## src/hdl/dgp_regs.svh

```systemverilog
// Register offsets, reset values and field layout for the dual GPIO port
// Assumes byte-wide register bus with 16-bit addresses
`ifndef DGP_REGS_SVH
`define DGP_REGS_SVH

// ==========================================================================
// Register offsets
`define DGP_OFS_A_LATCH   16'h0000
`define DGP_OFS_B_LATCH   16'h0001
`define DGP_OFS_A_DIR     16'h0004
`define DGP_OFS_B_DIR     16'h0005
`define DGP_OFS_A_PULLUP  16'h000d

// ==========================================================================
// Reset values and unmapped read value
`define DGP_DIR_RESET     8'h00
`define DGP_PULLUP_RESET  8'h00
`define DGP_UNMAPPED_READ 8'h00

// ==========================================================================
// Converter channel select layout
`define DGP_ADC_CH_W      5
`define DGP_ADC_A_BASE    5'h08
`define DGP_ADC_B_BASE    5'h00

`endif

```

## src/hdl/dgp_pkg.sv

```systemverilog
// Types shared by the dual GPIO port
// Assumes nothing beyond the register header
`default_nettype none

package dgp_pkg;
  typedef enum logic [2:0] {
    DGP_SEL_NONE,
    DGP_SEL_A_LATCH,
    DGP_SEL_B_LATCH,
    DGP_SEL_A_DIR,
    DGP_SEL_B_DIR,
    DGP_SEL_A_PULLUP
  } dgp_sel_e;
endpackage : dgp_pkg

`default_nettype wire

```

## src/hdl/dgp_pin_cell.sv

```systemverilog
// One port's pin drive logic: output enable, pullup, analog takeover
// Assumes enables and data come from the same clock domain
`default_nettype none

module dgp_pin_cell #(
  parameter int WIDTH = 8
) (
  // Control
  input  wire logic [WIDTH-1:0] latch_i,
  input  wire logic [WIDTH-1:0] dir_i,
  input  wire logic [WIDTH-1:0] pullup_en_i,
  input  wire logic [WIDTH-1:0] analog_sel_i,
  // Pin side, output enable active low
  output logic      [WIDTH-1:0] pin_o,
  output logic      [WIDTH-1:0] pin_oe_n_o,
  output logic      [WIDTH-1:0] pullup_on_o
);
  if (WIDTH < 1) begin : g_bad_width
    $error("dgp_pin_cell: WIDTH must be positive");
  end

  for (genvar i = 0; i < WIDTH; i++) begin : g_pin
    // Analog selection beats the direction bit
    assign pin_oe_n_o[i]  = ~(dir_i[i] & ~analog_sel_i[i]);
    assign pin_o[i]       = latch_i[i];
    // Pullup only on a digital input
    assign pullup_on_o[i] = pullup_en_i[i] & ~dir_i[i] & ~analog_sel_i[i];
  end
endmodule // dgp_pin_cell

`default_nettype wire

```

## src/hdl/dgp_port.sv

```systemverilog
// Dual 8-bit GPIO port with data latches, direction bits and port A pullups
// Assumes a simple byte register bus on clock_i and asynchronous pins
//
// Functional notes
// - Port A has eight bidirectional pins shared with keyboard and converter
// - Port A data latches are software read/write and survive reset
// - Port A direction one enables the output buffer, zero makes input
// - Reset clears all port A direction bits
// - Port A read returns latch where direction is one
// - Port A read returns pin level where direction is zero
// - Latch writes always update, regardless of direction
// - Port A pullup enable connects pullup on input pins
// - Output direction disables the pin's pullup automatically
// - Keyboard enable bit makes the port A pin an interrupt input
// - Converter channel select on port A forces analog input
// - Port B has eight pins, converter shared, latches survive reset
// - Converter channel select on port B forces analog input
// - Port B direction one enables output buffer, zero makes input
// - Reset clears all port B direction bits
// - Port B read returns latch for outputs, pin level for inputs
`include "dgp_regs.svh"
`default_nettype none

module dgp_port
  import dgp_pkg::*;
#(
  parameter int WIDTH = 8
) (
  // Clock and reset
  input  wire logic                     clock_i,
  input  wire logic                     srst_i,
  // Register bus
  input  wire logic [15:0]              addr_i,
  input  wire logic                     wr_i,
  input  wire logic                     rd_i,
  input  wire logic [WIDTH-1:0]         wdata_i,
  output logic      [WIDTH-1:0]         rdata_o,
  // Converter channel select
  input  wire logic                     adc_en_i,
  input  wire logic [`DGP_ADC_CH_W-1:0] adc_ch_i,
  // Keyboard unit
  input  wire logic [WIDTH-1:0]         keyboard_irq_enable_bits_i,
  output logic      [WIDTH-1:0]         keyboard_inputs_o,
  // Port A pins
  input  wire logic [WIDTH-1:0]         pin_a_i,
  output logic      [WIDTH-1:0]         pin_a_o,
  output logic      [WIDTH-1:0]         pin_a_oe_n_o,
  output logic      [WIDTH-1:0]         pin_a_pullup_o,
  output logic      [WIDTH-1:0]         analog_inputs_high_o,
  // Port B pins
  input  wire logic [WIDTH-1:0]         pin_b_i,
  output logic      [WIDTH-1:0]         pin_b_o,
  output logic      [WIDTH-1:0]         pin_b_oe_n_o,
  output logic      [WIDTH-1:0]         analog_inputs_low_o
);
  // ========================================================================
  // Elaboration checks
  // Read mux, channel decode and byte bus all assume byte-wide ports
  if (WIDTH != 8) begin : g_bad_width
    $error("dgp_port: WIDTH must be 8");
  end

  // Channel numbers must reach the top port A pin
  if (`DGP_ADC_CH_W < 4) begin : g_bad_chan_width
    $error("dgp_port: converter channel field too narrow");
  end

  // ========================================================================
  // Address decode
  function automatic dgp_sel_e decode(input logic [15:0] a);
    case (a)
      `DGP_OFS_A_LATCH:  decode = DGP_SEL_A_LATCH;
      `DGP_OFS_B_LATCH:  decode = DGP_SEL_B_LATCH;
      `DGP_OFS_A_DIR:    decode = DGP_SEL_A_DIR;
      `DGP_OFS_B_DIR:    decode = DGP_SEL_B_DIR;
      `DGP_OFS_A_PULLUP: decode = DGP_SEL_A_PULLUP;
      default:           decode = DGP_SEL_NONE;
    endcase
  endfunction

  // Channel decode into a one-hot pin mask for one port
  function automatic logic [7:0] chan_mask(input logic                     en,
                                           input logic [`DGP_ADC_CH_W-1:0] ch,
                                           input logic [`DGP_ADC_CH_W-1:0] base);
    logic [`DGP_ADC_CH_W-1:0] off;
    off       = ch - base;
    chan_mask = 8'h00;
    if (en && ch >= base && off < `DGP_ADC_CH_W'(8)) begin
      chan_mask[off[2:0]] = 1'b1;
    end
  endfunction

  // Read view of one pin: latch when direction is one, synchronised pad level otherwise
  function automatic logic pin_view(input logic dir,
                                    input logic latch,
                                    input logic pad);
    pin_view = dir ? latch : pad;
  endfunction

  dgp_sel_e sel;
  assign sel = decode(addr_i);

  // ========================================================================
  // Write strobes
  // A write to an unmapped address raises none of these and is dropped
  logic wr_a_latch;
  logic wr_b_latch;
  logic wr_a_dir;
  logic wr_b_dir;
  logic wr_a_pullup;

  assign wr_a_latch  = wr_i && (sel == DGP_SEL_A_LATCH);
  assign wr_b_latch  = wr_i && (sel == DGP_SEL_B_LATCH);
  assign wr_a_dir    = wr_i && (sel == DGP_SEL_A_DIR);
  assign wr_b_dir    = wr_i && (sel == DGP_SEL_B_DIR);
  assign wr_a_pullup = wr_i && (sel == DGP_SEL_A_PULLUP);

  // ========================================================================
  // Registers
  logic [WIDTH-1:0] port_a_latch_q;
  logic [WIDTH-1:0] port_b_latch_q;
  logic [WIDTH-1:0] port_a_direction_q;
  logic [WIDTH-1:0] port_b_direction_q;
  logic [WIDTH-1:0] port_a_pullup_enable_q;

  // Latches have no reset so contents persist through system reset
  always_ff @(posedge clock_i) begin
    if (wr_a_latch) begin
      port_a_latch_q <= wdata_i;
    end
  end

  always_ff @(posedge clock_i) begin
    if (wr_b_latch) begin
      port_b_latch_q <= wdata_i;
    end
  end

  always_ff @(posedge clock_i) begin
    if (srst_i) begin
      port_a_direction_q <= `DGP_DIR_RESET;
    end else if (wr_a_dir) begin
      port_a_direction_q <= wdata_i;
    end
  end

  always_ff @(posedge clock_i) begin
    if (srst_i) begin
      port_b_direction_q <= `DGP_DIR_RESET;
    end else if (wr_b_dir) begin
      port_b_direction_q <= wdata_i;
    end
  end

  always_ff @(posedge clock_i) begin
    if (srst_i) begin
      port_a_pullup_enable_q <= `DGP_PULLUP_RESET;
    end else if (wr_a_pullup) begin
      port_a_pullup_enable_q <= wdata_i;
    end
  end

  // ========================================================================
  // Pin synchronisers
  logic [WIDTH-1:0] pin_a_sync;
  logic [WIDTH-1:0] pin_b_sync;

  dgp_sync #(.WIDTH(WIDTH)) u_sync_a (
    .clock_i (clock_i),
    .srst_i  (srst_i),
    .async_i (pin_a_i),
    .sync_o  (pin_a_sync)
  );

  dgp_sync #(.WIDTH(WIDTH)) u_sync_b (
    .clock_i (clock_i),
    .srst_i  (srst_i),
    .async_i (pin_b_i),
    .sync_o  (pin_b_sync)
  );

  // ========================================================================
  // Analog takeover
  logic [WIDTH-1:0] analog_a;
  logic [WIDTH-1:0] analog_b;

  assign analog_a = chan_mask(adc_en_i, adc_ch_i, `DGP_ADC_A_BASE);
  assign analog_b = chan_mask(adc_en_i, adc_ch_i, `DGP_ADC_B_BASE);
  assign analog_inputs_high_o = analog_a;
  assign analog_inputs_low_o  = analog_b;

  // ========================================================================
  // Pin drivers
  dgp_pin_cell #(.WIDTH(WIDTH)) u_cell_a (
    .latch_i      (port_a_latch_q),
    .dir_i        (port_a_direction_q),
    .pullup_en_i  (port_a_pullup_enable_q),
    .analog_sel_i (analog_a),
    .pin_o        (pin_a_o),
    .pin_oe_n_o   (pin_a_oe_n_o),
    .pullup_on_o  (pin_a_pullup_o)
  );

  // Port B has no pullups
  dgp_pin_cell #(.WIDTH(WIDTH)) u_cell_b (
    .latch_i      (port_b_latch_q),
    .dir_i        (port_b_direction_q),
    .pullup_en_i  ('0),
    .analog_sel_i (analog_b),
    .pin_o        (pin_b_o),
    .pin_oe_n_o   (pin_b_oe_n_o),
    .pullup_on_o  ()
  );

  // ========================================================================
  // Keyboard inputs
  // Analog pins are masked so a mid-rail voltage cannot raise an interrupt
  always_ff @(posedge clock_i) begin
    if (srst_i) begin
      keyboard_inputs_o <= '0;
    end else begin
      keyboard_inputs_o <= pin_a_sync & keyboard_irq_enable_bits_i & ~analog_a;
    end
  end

  // ========================================================================
  // Per-pin read view
  // Input pins read two clocks late; the synchroniser trades latency for safety
  logic [WIDTH-1:0] view_a;
  logic [WIDTH-1:0] view_b;

  for (genvar i = 0; i < WIDTH; i++) begin : g_view
    assign view_a[i] = pin_view(port_a_direction_q[i], port_a_latch_q[i], pin_a_sync[i]);
    assign view_b[i] = pin_view(port_b_direction_q[i], port_b_latch_q[i], pin_b_sync[i]);
  end

  // ========================================================================
  // Read data
  logic [WIDTH-1:0] rdata_d;

  always_comb begin
    case (sel)
      DGP_SEL_A_LATCH:  rdata_d = view_a;
      DGP_SEL_B_LATCH:  rdata_d = view_b;
      DGP_SEL_A_DIR:    rdata_d = port_a_direction_q;
      DGP_SEL_B_DIR:    rdata_d = port_b_direction_q;
      DGP_SEL_A_PULLUP: rdata_d = port_a_pullup_enable_q;
      default:          rdata_d = `DGP_UNMAPPED_READ;
    endcase
  end

  // Registered read data, valid one cycle after rd_i
  always_ff @(posedge clock_i) begin
    if (srst_i) begin
      rdata_o <= '0;
    end else if (rd_i) begin
      rdata_o <= rdata_d;
    end
  end
endmodule // dgp_port

`default_nettype wire

```

## src/hdl/dgp_sync.sv

```systemverilog
// Two-stage synchroniser for a vector of pin levels
// Assumes inputs are asynchronous to clock_i
`default_nettype none

module dgp_sync #(
  parameter int WIDTH = 8
) (
  // Clock and reset
  input  wire logic             clock_i,
  input  wire logic             srst_i,
  // Data
  input  wire logic [WIDTH-1:0] async_i,
  output logic      [WIDTH-1:0] sync_o
);
  if (WIDTH < 1) begin : g_bad_width
    $error("dgp_sync: WIDTH must be positive");
  end

  logic [WIDTH-1:0] meta_q;

  // First stage feeds only the second stage
  always_ff @(posedge clock_i) begin
    if (srst_i) begin
      meta_q <= '0;
      sync_o <= '0;
    end else begin
      meta_q <= async_i;
      sync_o <= meta_q;
    end
  end
endmodule // dgp_sync

`default_nettype wire
```

## config.mk

```make
export PLATFORM = sky130hd
export DESIGN_NAME = dgp_port
export DESIGN_NICKNAME = d
export VERILOG_FILES = /design/src/hdl/dgp_pkg.sv /design/src/hdl/dgp_pin_cell.sv /design/src/hdl/dgp_port.sv /design/src/hdl/dgp_sync.sv
export VERILOG_INCLUDE_DIRS = /design/src /design/src/hdl
export SDC_FILE = /design/constraint.sdc
export NUM_CORES = 1
export LEC_CHECK = 0
export ABC_CLOCK_PERIOD_IN_PS = 2900
export BUFFER_PORTS_ARGS = -buffer_cell sky130_fd_sc_hd__clkbuf_2
export CORE_AREA = 2 2 92 94
export DETAILED_ROUTE_END_ITERATION = 16
export DIE_AREA = 0 0 94 96
export PLACE_DENSITY_LB_ADDON = 0.25
export REMOVE_ABC_BUFFERS = 1
export SLEW_MARGIN = 20
export SYNTH_ARGS = -nofsm -noshare
export SYNTH_HDL_FRONTEND = slang
export SYNTH_HIERARCHICAL = 1
export SYNTH_SLANG_ARGS = --single-unit
```

## constraint.sdc

```tcl
create_clock -name clock_i -period 2.9 [get_ports clock_i]
set_input_delay 0.435 -clock clock_i [delete_from_list [all_inputs] [get_ports clock_i]]
set_output_delay 0.435 -clock clock_i [all_outputs]
set_load 0.005 [all_outputs]
```

## After elaboration in Yosys (flattened, before gate mapping)

Cells that the tools add are included.

| storage, ports and cells | value |
|---|---|
| register bits | 88 |
| input bits | 58 |
| output and inout port bits | 72 |
| logic and storage cells | 140 |

| operators by class | value |
|---|---|
| add/sub/neg operators | 1 |
| order comparisons | 8 |
| equal/unequal tests | 9 |
| muxes and demuxes | 24 |
| bitwise logic cells | 75 |
| reductions and logical operators | 12 |

Operators with widths:

| operator | number |
|---|---|
| inverter 1 bit | 40 |
| one-hot mux 8 bit (5 select lines) | 1 |
| bitwise AND 1 bit | 32 |
| == test 16 x 3 -> 1 bit, second input constant | 2 |
| two-way mux 1 bit | 18 |
| bitwise AND 8 bit | 2 |
| == test 16 x 1 -> 1 bit, second input constant | 1 |
| == test 16 x 4 -> 1 bit, second input constant | 1 |
| logical NOT 16 bit | 1 |
| two-way mux 8 bit | 2 |
| one-hot mux 3 bit (5 select lines) | 1 |
| logical AND 1 bit | 11 |
| less-than comparator 5 x 4 -> 1 bit, second input constant | 2 |
| less-than comparator 3 x 4 -> 1 bit, second input constant | 2 |
| inverter 8 bit | 1 |
| demux 1 bit (select 3 bit) | 2 |
| == test 3 x 2 -> 1 bit, second input constant | 2 |
| == test 3 bit, second input constant | 2 |
| greater-or-equal comparator 3 x 1 -> 1 bit, second input constant | 2 |
| greater-or-equal comparator 5 x 1 -> 1 bit, second input constant | 1 |
| greater-or-equal comparator 5 x 4 -> 1 bit, second input constant | 1 |
| subtractor 5 x 4 -> 5 bit, second input constant | 1 |
| == test 3 x 1 -> 1 bit, second input constant | 1 |

## Depth between registers and ports, before layout

Gate-level depths: netlist (run 1).

| logic depth | value |
|---|---|
| word-level depth | 9 |
| gate-level depth with buffers | 6 |

## Modules after synthesis

Netlist (run 1), hierarchy kept.

By module, submodules not included:

| module | instances | cells an instance | area an instance (um^2) | seq. area each (um^2) |
|---|---|---|---|---|
| dgp_port | 1 | 282 | 2607.5 | 1281.2 |
| dgp_sync | 2 | 33 | 464.2 | 320.3 |
| dgp_pin_cell | 2 | 24 | 210.2 | 0.0 |

## Least setup slack after synthesis (run 1)

OpenSTA, ideal clock, no wires.

| path | value |
|---|---|
| path kind | input to register |
| start | in addr_i[5] |
| end | reg port_b_latch_q[0], enable pin |
| setup time | 0.383 ns |
| data arrival time | 2.062 ns |
| slack | 0.455 ns |
| cell stages on the path | 4 |
| path through | or4_4 -> nor3_2 -> nand2_1 -> nor3_1 |

| on the way | value |
|---|---|
| cells in the longest elaborated chain, start to end | 4 |
| elaborated cells between the ends (all ways) | 8 |
| classes of those cells | 5 x eq/ne; 1 x mux; 2 x reduce/logical |

RTL lines:

| element | line | source |
|---|---|---|
| start: declaration | dgp_port.sv:33 | `input wire logic [15:0] addr_i,` |
| == test 16 x 4 -> 1 bit, or another cell as far along | dgp_port.sv:71 | `case (a)` |
| one-hot mux 3 bit (5 select lines) (*) | dgp_port.sv:71 |  |
| == test 3 x 2 -> 1 bit (*) | dgp_port.sv:113 | `assign wr_b_latch = wr_i && (sel == DGP_SEL_B_LATCH);` |
| logical AND 1 bit (*) | dgp_port.sv:113 |  |
| net wr_b_latch | dgp_port.sv:107 | `logic wr_b_latch;` |
| end signal: assignment | dgp_port.sv:135 | `port_b_latch_q <= wdata_i;` |
| end: declaration | dgp_port.sv:121 | `logic [WIDTH-1:0] port_b_latch_q;` |

The timed path passes the listed nets; every way through them passes the cells marked *.
A chain may end at the register's enable or synchronous reset.

## Final worst setup path (run 1)

| path | value |
|---|---|
| start | in adc_ch_i[4] |
| end | out pin_a_oe_n_o[0] |

| on the way | value |
|---|---|
| cells in the longest elaborated chain, start to end | 7 |
| elaborated cells between the ends (all ways) | 9 |
| classes of those cells | 1 x add/sub; 2 x order compare; 1 x mux; 3 x bitwise; 2 x reduce/logical |

RTL lines:

| element | line | source |
|---|---|---|
| start: declaration | dgp_port.sv:40 | `` input wire logic [`DGP_ADC_CH_W-1:0] adc_ch_i, `` |
| subtractor 5 x 4 -> 5 bit / greater-or-equal comparator 5 x 4 -> 1 bit (equally long branches) | dgp_port.sv:86, dgp_port.sv:88 |  |
| less-than comparator 5 x 4 -> 1 bit / logical AND 1 bit (equally long branches) | dgp_port.sv:88 | `` if (en && ch >= base && off < `DGP_ADC_CH_W'(8)) begin `` |
| logical AND 1 bit (*) | dgp_port.sv:88 |  |
| two-way mux 8 bit (*) | dgp_port.sv:88 |  |
| inverter 1 bit (*) | dgp_pin_cell.sv:24 | `assign pin_oe_n_o[i] = ~(dir_i[i] & ~analog_sel_i[i]);` |
| bitwise AND 1 bit (*) | dgp_pin_cell.sv:24 |  |
| inverter 1 bit (*) | dgp_pin_cell.sv:24 |  |
| end: declaration | dgp_port.sv:47 | `output logic [WIDTH-1:0] pin_a_oe_n_o,` |

Mark *: on every way between the ends. The rest lies on a longest branch, timed or not.

==> qor.csv, run 1 <==
stage,metric,value,unit
status,status,"finished, final reports clean",
cells_and_area,cell area after layout,0.004696,mm^2
global_routing,vias in the first global route,2922,
pwr,Peak VDD IR,0.3317,mV
cells_and_area,register area,0.001922,mm^2
timing,slew at the pin closest to its max-slew limit,0.9902,ns
detailed_routing,Initial DRC Count,190,
clock_network,Clock Latency Late Sink,0.36,ns
synthesis,syn_area_per_cell,9.955,um^2
clock_network,clk sink count,88,
cells_and_area,Post-Layout Cell Count,614,
timing,Achievable Freq,426.5,MHz
cells_and_area,Multi-input gate area,0.001737,mm^2
clock_network,H-tree levels,3,
clock_network,number of buffers on the longest clock path,2,
detailed_routing,Routed WL,10150,um
global_routing,initial antenna violation count,0,
critical_path,crit end category,output port,
die,num ports,130,
cells_and_area,Layout area overhead,21.89,%
hold_path,Worst Hold Class,in -> reg,
cells_and_area,Layout fillers,740,
timing,Final Hold Fails,0,
clock_network,Num CTS Buffers,9,
global_routing,total track usage,22.32,%
clock_network,CTS tree,built,
critical_path,Crit path max-delay family,simple AND/OR/NAND/NOR gates,
global_routing,largest net degree at the start of global routing,58,
critical_path,Critical Path AT,1.91,ns
critical_path,crit path max fanout,4,
cells_and_area,antenna diode count,0,
timing,max-slew violation count,0,
timing,relative slew slack,33.54,%
critical_path,"Slowest-stage cell, CP",or3b_2,
die,Rows,33,
flow_run,max_cap viols,0,
synthesis,Synthesis Warnings,6,
timing,Final Critical Period,2.345,ns
timing,final worst-path cycle share,80.85,%
placement,RePlAce Congestion,0.8791,
placement,I/O Buffers,129,
synthesis,Mapped Cells,387,
placement,hpwl dp,7327,um
cells_and_area,Final Util,58.32,%
detailed_routing,vias per inst,5.295,
clock_network,cts hold-fix bufs,0,
critical_path,crit-path cells,clkbuf_2 -> nand2b_1 -> or3b_2 -> nor3_1 -> nand2b_1 -> clkbuf_2,
cells_and_area,share of cells above drive strength 1,39.29,%
timing,setup_tns,0,ns
synthesis,Netlist Area Pre-Place,0.003852,mm^2
global_routing,first-pass GRT wire length,15090,um
die,Starting Density,47.85,%
critical_path,worst setup path class,in -> out,
detailed_routing,wire length per cell,16.54,um
timing,RSZ-0062 raised after global routing,no,
die,full die area,0.009024,mm^2
die,area of the core,0.008051,mm^2
clock_network,clock slew at reported path FFs,0.09,ns
critical_path,CP required,2.47,ns
critical_path,Setup crit start kind,input pin,
detailed_routing,DRT antenna net count,0,
timing,setup violators final,0,
critical_path,crit-path max cell delay,0.57,ns
detailed_routing,# DRC,0,
global_routing,grt ovf,0,
cells_and_area,net count reported at finish,562,
detailed_routing,First-pass DRT Iterations,6,
placement,dpl cells,598,
pwr,Leak Pwr,1.999,nW
detailed_routing,total number of vias,3251,
timing,Worst Clk Skew,0.009390,ns
clock_network,Post-CTS Setup Inserts,0,
critical_path,CP Buf/Inv Count,2,
pwr,Pwr per Cell Area,475.4,mW/mm^2
die,Die Height,96,um
die,die width,94,um
clock_network,CTS root buffer,clkbuf_8,
clock_network,post-CTS sizing,0,
placement,Placed Instance Area,0.004504,mm^2
[final cells by class]
| type | instances | share of cell area, % |
|---|---|---|
| clock buffer | 11 | 3.464 |
| clock inverter | 5 | 0.6128 |
| inverter | 1 | 0.07994 |
| multi-input combinational | 268 | 36.98 |
| sequential | 88 | 40.93 |
| tap | 105 | 2.798 |
| timing repair buffer | 136 | 15.13 |
[worst reg2reg max path, delay by kind of cell, from the launching register on]
family / cells / cell delay (ns)
AOI/OAI and AO/OA: 4 / 0.54
DFF: 1 / 0.46
muxes: 1 / 0.24
[where the power goes]
group          total, W  internal, W  switching, W
Combinational  0.000153    0.0000690     0.0000837
Clock          0.000810     0.000381      0.000429
Sequential      0.00127      0.00126    0.00000569
[final timing paths]
check             depth (start not counted)                         endpoint  slack (ns)                          startpoint
setup reg to reg                          5          rdata_o[2]$_SDFFE_PP0P_        1.56  port_a_direction_q[2]$_SDFFE_PP0P_
hold / removal                            3  keyboard_inputs_o[2]$_SDFF_PP0_        0.27       keyboard_irq_enable_bits_i[2]
hold reg to reg                           1    u_sync_b/sync_o[3]$_SDFF_PP0_        0.44       u_sync_b/meta_q[3]$_SDFF_PP0_
setup / recovery                          6                  pin_a_oe_n_o[0]        0.56                         adc_ch_i[4]
[sequential cells by signal, summed over array words and instances (netlist names)]
register,count
keyboard_inputs_o,8
port_a_direction_q,8
port_a_latch_q,8
port_a_pullup_enable_q,8
port_b_direction_q,8
port_b_latch_q,8
rdata_o,8
u_sync_a/meta_q,8
u_sync_a/sync_o,8
u_sync_b/meta_q,8
u_sync_b/sync_o,8
[cell usage in the layout, fill, tap and decap left out, types with 3 or more instances in the layout]
cell type,instances
nor2_1,30
a21oi_1,23
nand3_1,11
mux2_2,5
and2b_2,12
o21ai_0,13
nor3_1,14
nand2b_1,21
edfxtp_1,16
clkbuf_8,10
dfxtp_1,72
nor2b_1,6
nor3b_2,8
clkbuf_2,129
nor2b_2,14
or4_4,3
mux2i_1,24
nand2_1,49
buf_4,6
a21o_1,5
[layer usage]
metal  global-route usage, %  vias up  routed length [um]
li1                        -     1554                   -
met1                   29.23     1545                4332
met2                   36.73      137                4854
met3                   4.464       15                 797
met4                   8.213        0                 169
met5                       0        -                   0
[metrics by stage]
stage | power (W) | hold slack [ns] | setup slack, ns
5_1_grt | 0.002314 | 0.2659 | 0.4595
6_report | 0.002232 | 0.2704 | 0.5552
2_1_floorplan | 0.001354 | 0.4138 | 0.4612
3_5_place_dp | 0.001451 | 0.4217 | 0.5031
3_3_place_gp | 0.001448 | 0.4186 | 0.5878
4_1_cts | 0.002255 | 0.2584 | 0.5632
No activity file was read; power rests on OpenSTA's default activity.
==> inputs of run 2 (changes only) <==
--- a/config.mk
+++ b/config.mk
@@ -6,11 +6,11 @@
 export SDC_FILE = /design/constraint.sdc
 export NUM_CORES = 1
 export LEC_CHECK = 0
-export ABC_CLOCK_PERIOD_IN_PS = 2900
+export ABC_CLOCK_PERIOD_IN_PS = 2100
 export BUFFER_PORTS_ARGS = -buffer_cell sky130_fd_sc_hd__clkbuf_2
-export CORE_AREA = 2 2 92 94
+export CORE_AREA = 2 2 96 98
 export DETAILED_ROUTE_END_ITERATION = 16
-export DIE_AREA = 0 0 94 96
+export DIE_AREA = 0 0 98 100
 export PLACE_DENSITY_LB_ADDON = 0.25
 export REMOVE_ABC_BUFFERS = 1
 export SLEW_MARGIN = 20
==> constraint.sdc (replaced) <==
create_clock -name clock_i -period 2.1 [get_ports clock_i]
set_input_delay 0.315 -clock clock_i [delete_from_list [all_inputs] [get_ports clock_i]]
set_output_delay 0.315 -clock clock_i [all_outputs]
set_load 0.005 [all_outputs]
==> run 2 against run 1 <==
Net effect:
- first-iteration DRC count is 13% lower
- die area is 8.6% higher
- sequential cell count stayed put
- core utilization is 3.7 points lower
- worst setup slack got worse by 0.32 ns
- cell count grew 3.4%
- combinational power up 44%
- clock-buffer cell count stayed put
- sequential share of layout area is 1.3 points lower
- clock power is 60% higher
- cell area up 3.4%
- register-to-register slack got worse by 0.75 ns
- largest cell class unchanged
- largest power group unchanged
==> qor.csv, run 2 (synthesis gave the netlist of run 1 again) <==
stage,metric,value,unit,change
clock_network,Num CTS Buffers,9,,unchanged
cells_and_area,antenna diode count,0,,unchanged
detailed_routing,total number of vias,3243,,-0.25%
clock_network,Post-CTS Setup Inserts,0,,unchanged
detailed_routing,vias per inst,5.107,,-3.5%
critical_path,crit end category,output port,,
critical_path,worst setup path class,in -> out,,
timing,Achievable Freq,537.1,MHz,
pwr,internal power,0.002549,W,+49%
hold_path,Worst Hold Path Cells,3,,unchanged
timing,Worst Clk Skew,0.006214,ns,-0.003176 ns
timing,Final Critical Period,1.862,ns,
cells_and_area,"commonest non-fill, non-tap cell in the layout",clkbuf_2,,
critical_path,CP required,1.78,ns,-0.69 ns
detailed_routing,# DRC,0,,unchanged
critical_path,CP Launch Point,adc_ch_i[4],,
detailed_routing,wire length per cell,16.17,um,-2.2%
placement,hpwl dp,7568,um,+3.3%
pwr,Pwr per Cell Area,673.8,mW/mm^2,+42%
placement,dpl cells,619,,+3.5%
cells_and_area,Layout area overhead,25.98,%,
detailed_routing,Initial DRC Count,166,,-13%
timing,setup violators final,0,,unchanged
critical_path,reg-to-reg setup timing slack,0.81,ns,-0.75 ns
cells_and_area,net count reported at finish,577,,+2.7%
status,status,"finished, final reports clean",,
pwr,Leak Pwr,2.080,nW,+4.0%
timing,slew at the pin closest to its max-slew limit,0.6006,ns,-0.3896 ns
clock_network,CTS root buffer,clkbuf_8,,
die,num ports,130,,unchanged
pwr,Peak VDD IR,0.4412,mV,+33%
placement,I/O Buffers,129,,unchanged
critical_path,Setup crit start kind,input pin,,
pwr,share of power burned in the clock network,39.6,%,+3.3 points
cells_and_area,cell area after layout,0.004853,mm^2,+3.4%
critical_path,crit path max fanout,4,,unchanged
clock_network,H-tree levels,3,,unchanged
global_routing,first-pass GRT wire length,15930,um,+5.5%
global_routing,vias in the first global route,3004,,+2.8%
die,Starting Density,43.34,%,-4.5 points
hold_path,Hold Crit Endpoint,keyboard_inputs_o[6]$_SDFF_PP0_,,
timing,max-slew violation count,0,,unchanged
detailed_routing,DRT antenna net count,0,,unchanged
cells_and_area,most frequent cells in the layout,"clkbuf_2 (129), dfxtp_1 (72), nand2_1 (49), nor2_1 (28), mux2i_1 (24)",,
pwr,Net Sw Frac,22.05,%,-1.2 points
die,die width,98,um,+4.3%
global_routing,largest net degree at the start of global routing,61,,+5.2%
die,Rows,35,,+6.1%
placement,RePlAce Congestion,0.8459,,-3.8%
detailed_routing,First-pass DRT Iterations,4,,-2
placement,Placed Instance Area,0.004624,mm^2,+2.7%
die,full die area,0.009800,mm^2,+8.6%
cells_and_area,share of cells above drive strength 1,41.60,%,+2.3 points
hold_path,hold_sp,keyboard_irq_enable_bits_i[6],,
flow_run,max_cap viols,0,,unchanged
timing,hold slack final,0.1542,ns,-0.1161 ns
clock_network,clock slew at reported path FFs,0.09,ns,about the same
global_routing,total track usage,21.00,%,-1.3 points
global_routing,initial antenna violation count,0,,unchanged
timing,Final Hold Fails,0,,unchanged
pwr,Flop pwr share,53.6,%,-3.3 points
detailed_routing,Routed WL,10270,um,+1.1%
pwr,combinational power share,6.7,%,about the same
critical_path,r2r worst-path depth,5,,unchanged
clock_network,clk sink count,88,,unchanged
clock_network,Clock Latency Late Sink,0.35,ns,about the same
critical_path,r2r endpoint,rdata_o[2]$_SDFFE_PP0P_,,
die,Die Height,100,um,+4.2%
pwr,net switching power,0.0007210,W,+39%
critical_path,Critical R2R Launch,port_a_direction_q[2]$_SDFFE_PP0P_,,
clock_network,CTS tree,built,,
die,area of the core,0.008890,mm^2,+10%
clock_network,number of buffers on the longest clock path,2,,unchanged
critical_path,Critical Path AT,1.55,ns,-0.36 ns
cells_and_area,Post-Layout Cell Count,635,,+3.4%
timing,final worst-path cycle share,88.67,%,
hold_path,Worst Hold Class,in -> reg,,
timing,RSZ-0062 raised after global routing,no,,
timing,relative slew slack,59.81,%,+26 points
pwr,total power,0.003270,W,+46%
global_routing,grt ovf,0,,unchanged
[run 2: worst max-delay path by stage]
stage                                  endpoint  slack [ns]  depth (start not counted)
finish                          pin_a_oe_n_o[4]        0.24                          6
global route                    pin_a_oe_n_o[0]        0.15                          7
CTS                             pin_a_oe_n_o[3]        0.08                          6
detailed placement  port_b_latch_q[1]$_DFFE_PP_        0.02                          6
global placement    port_b_latch_q[1]$_DFFE_PP_        0.07                          6
floorplan           port_b_latch_q[0]$_DFFE_PP_       -0.22                          4
[run 2: layer usage]
| layer | GRT usage, % | share of wire, % | up-vias |
|---|---|---|---|
| li1 | - | - | 1580 |
| met1 | 28.43 | 43 | 1513 |
| met2 | 33.72 | 48 | 131 |
| met3 | 3.969 | 7.4 | 19 |
| met4 | 7.692 | 1.8 | 0 |
| met5 | 0 | 0 | - |
[run 2: area by class of cell]
type	instances	area [um^2]
inverter	1	3.754
clock buffer	11	141.4
sequential	88	1922
fill	849	4036
timing repair buffer	151	823.3
tap	111	138.9
multi-input combinational	268	1744
clock inverter	5	80.08
[run 2: critical path, cell delays in order]
cell and delay [ns]:
clkbuf_2 0.08, nand4b_1 0.40, nor3_1 0.34, buf_4 0.19
nand2b_1 0.10, clkbuf_2 0.11
[run 2: repair_timing]
action / in CTS / in global routing
resized for setup: 0 / 3
hold buffers: 0 / 0
setup endpoints to repair: 0 / 2
[run 2: power groups by stage]
stage          clock (W)  combinational, W  sequential, W
6_report         0.00130          0.000220        0.00175
5_1_grt          0.00140          0.000242        0.00176
4_1_cts          0.00132          0.000221        0.00175
3_5_place_dp           0          0.000219        0.00179
3_3_place_gp           0          0.000217        0.00179
2_1_floorplan          0         0.0000785        0.00179
[run 2: per-stage QoR]
| stage | setup WS, ns | utilization (%) | setup TNS (ns) |
|---|---|---|---|
| floorplan | -0.2188 | - | -1.750 |
| detailed placement | 0.01691 | 52.02 | 0 |
| global route | 0.1493 | 54.60 | 0 |
| global placement | 0.06523 | 52.02 | 0 |
| finish | 0.2380 | 54.60 | 0 |
| CTS | 0.07643 | 54.51 | 0 |
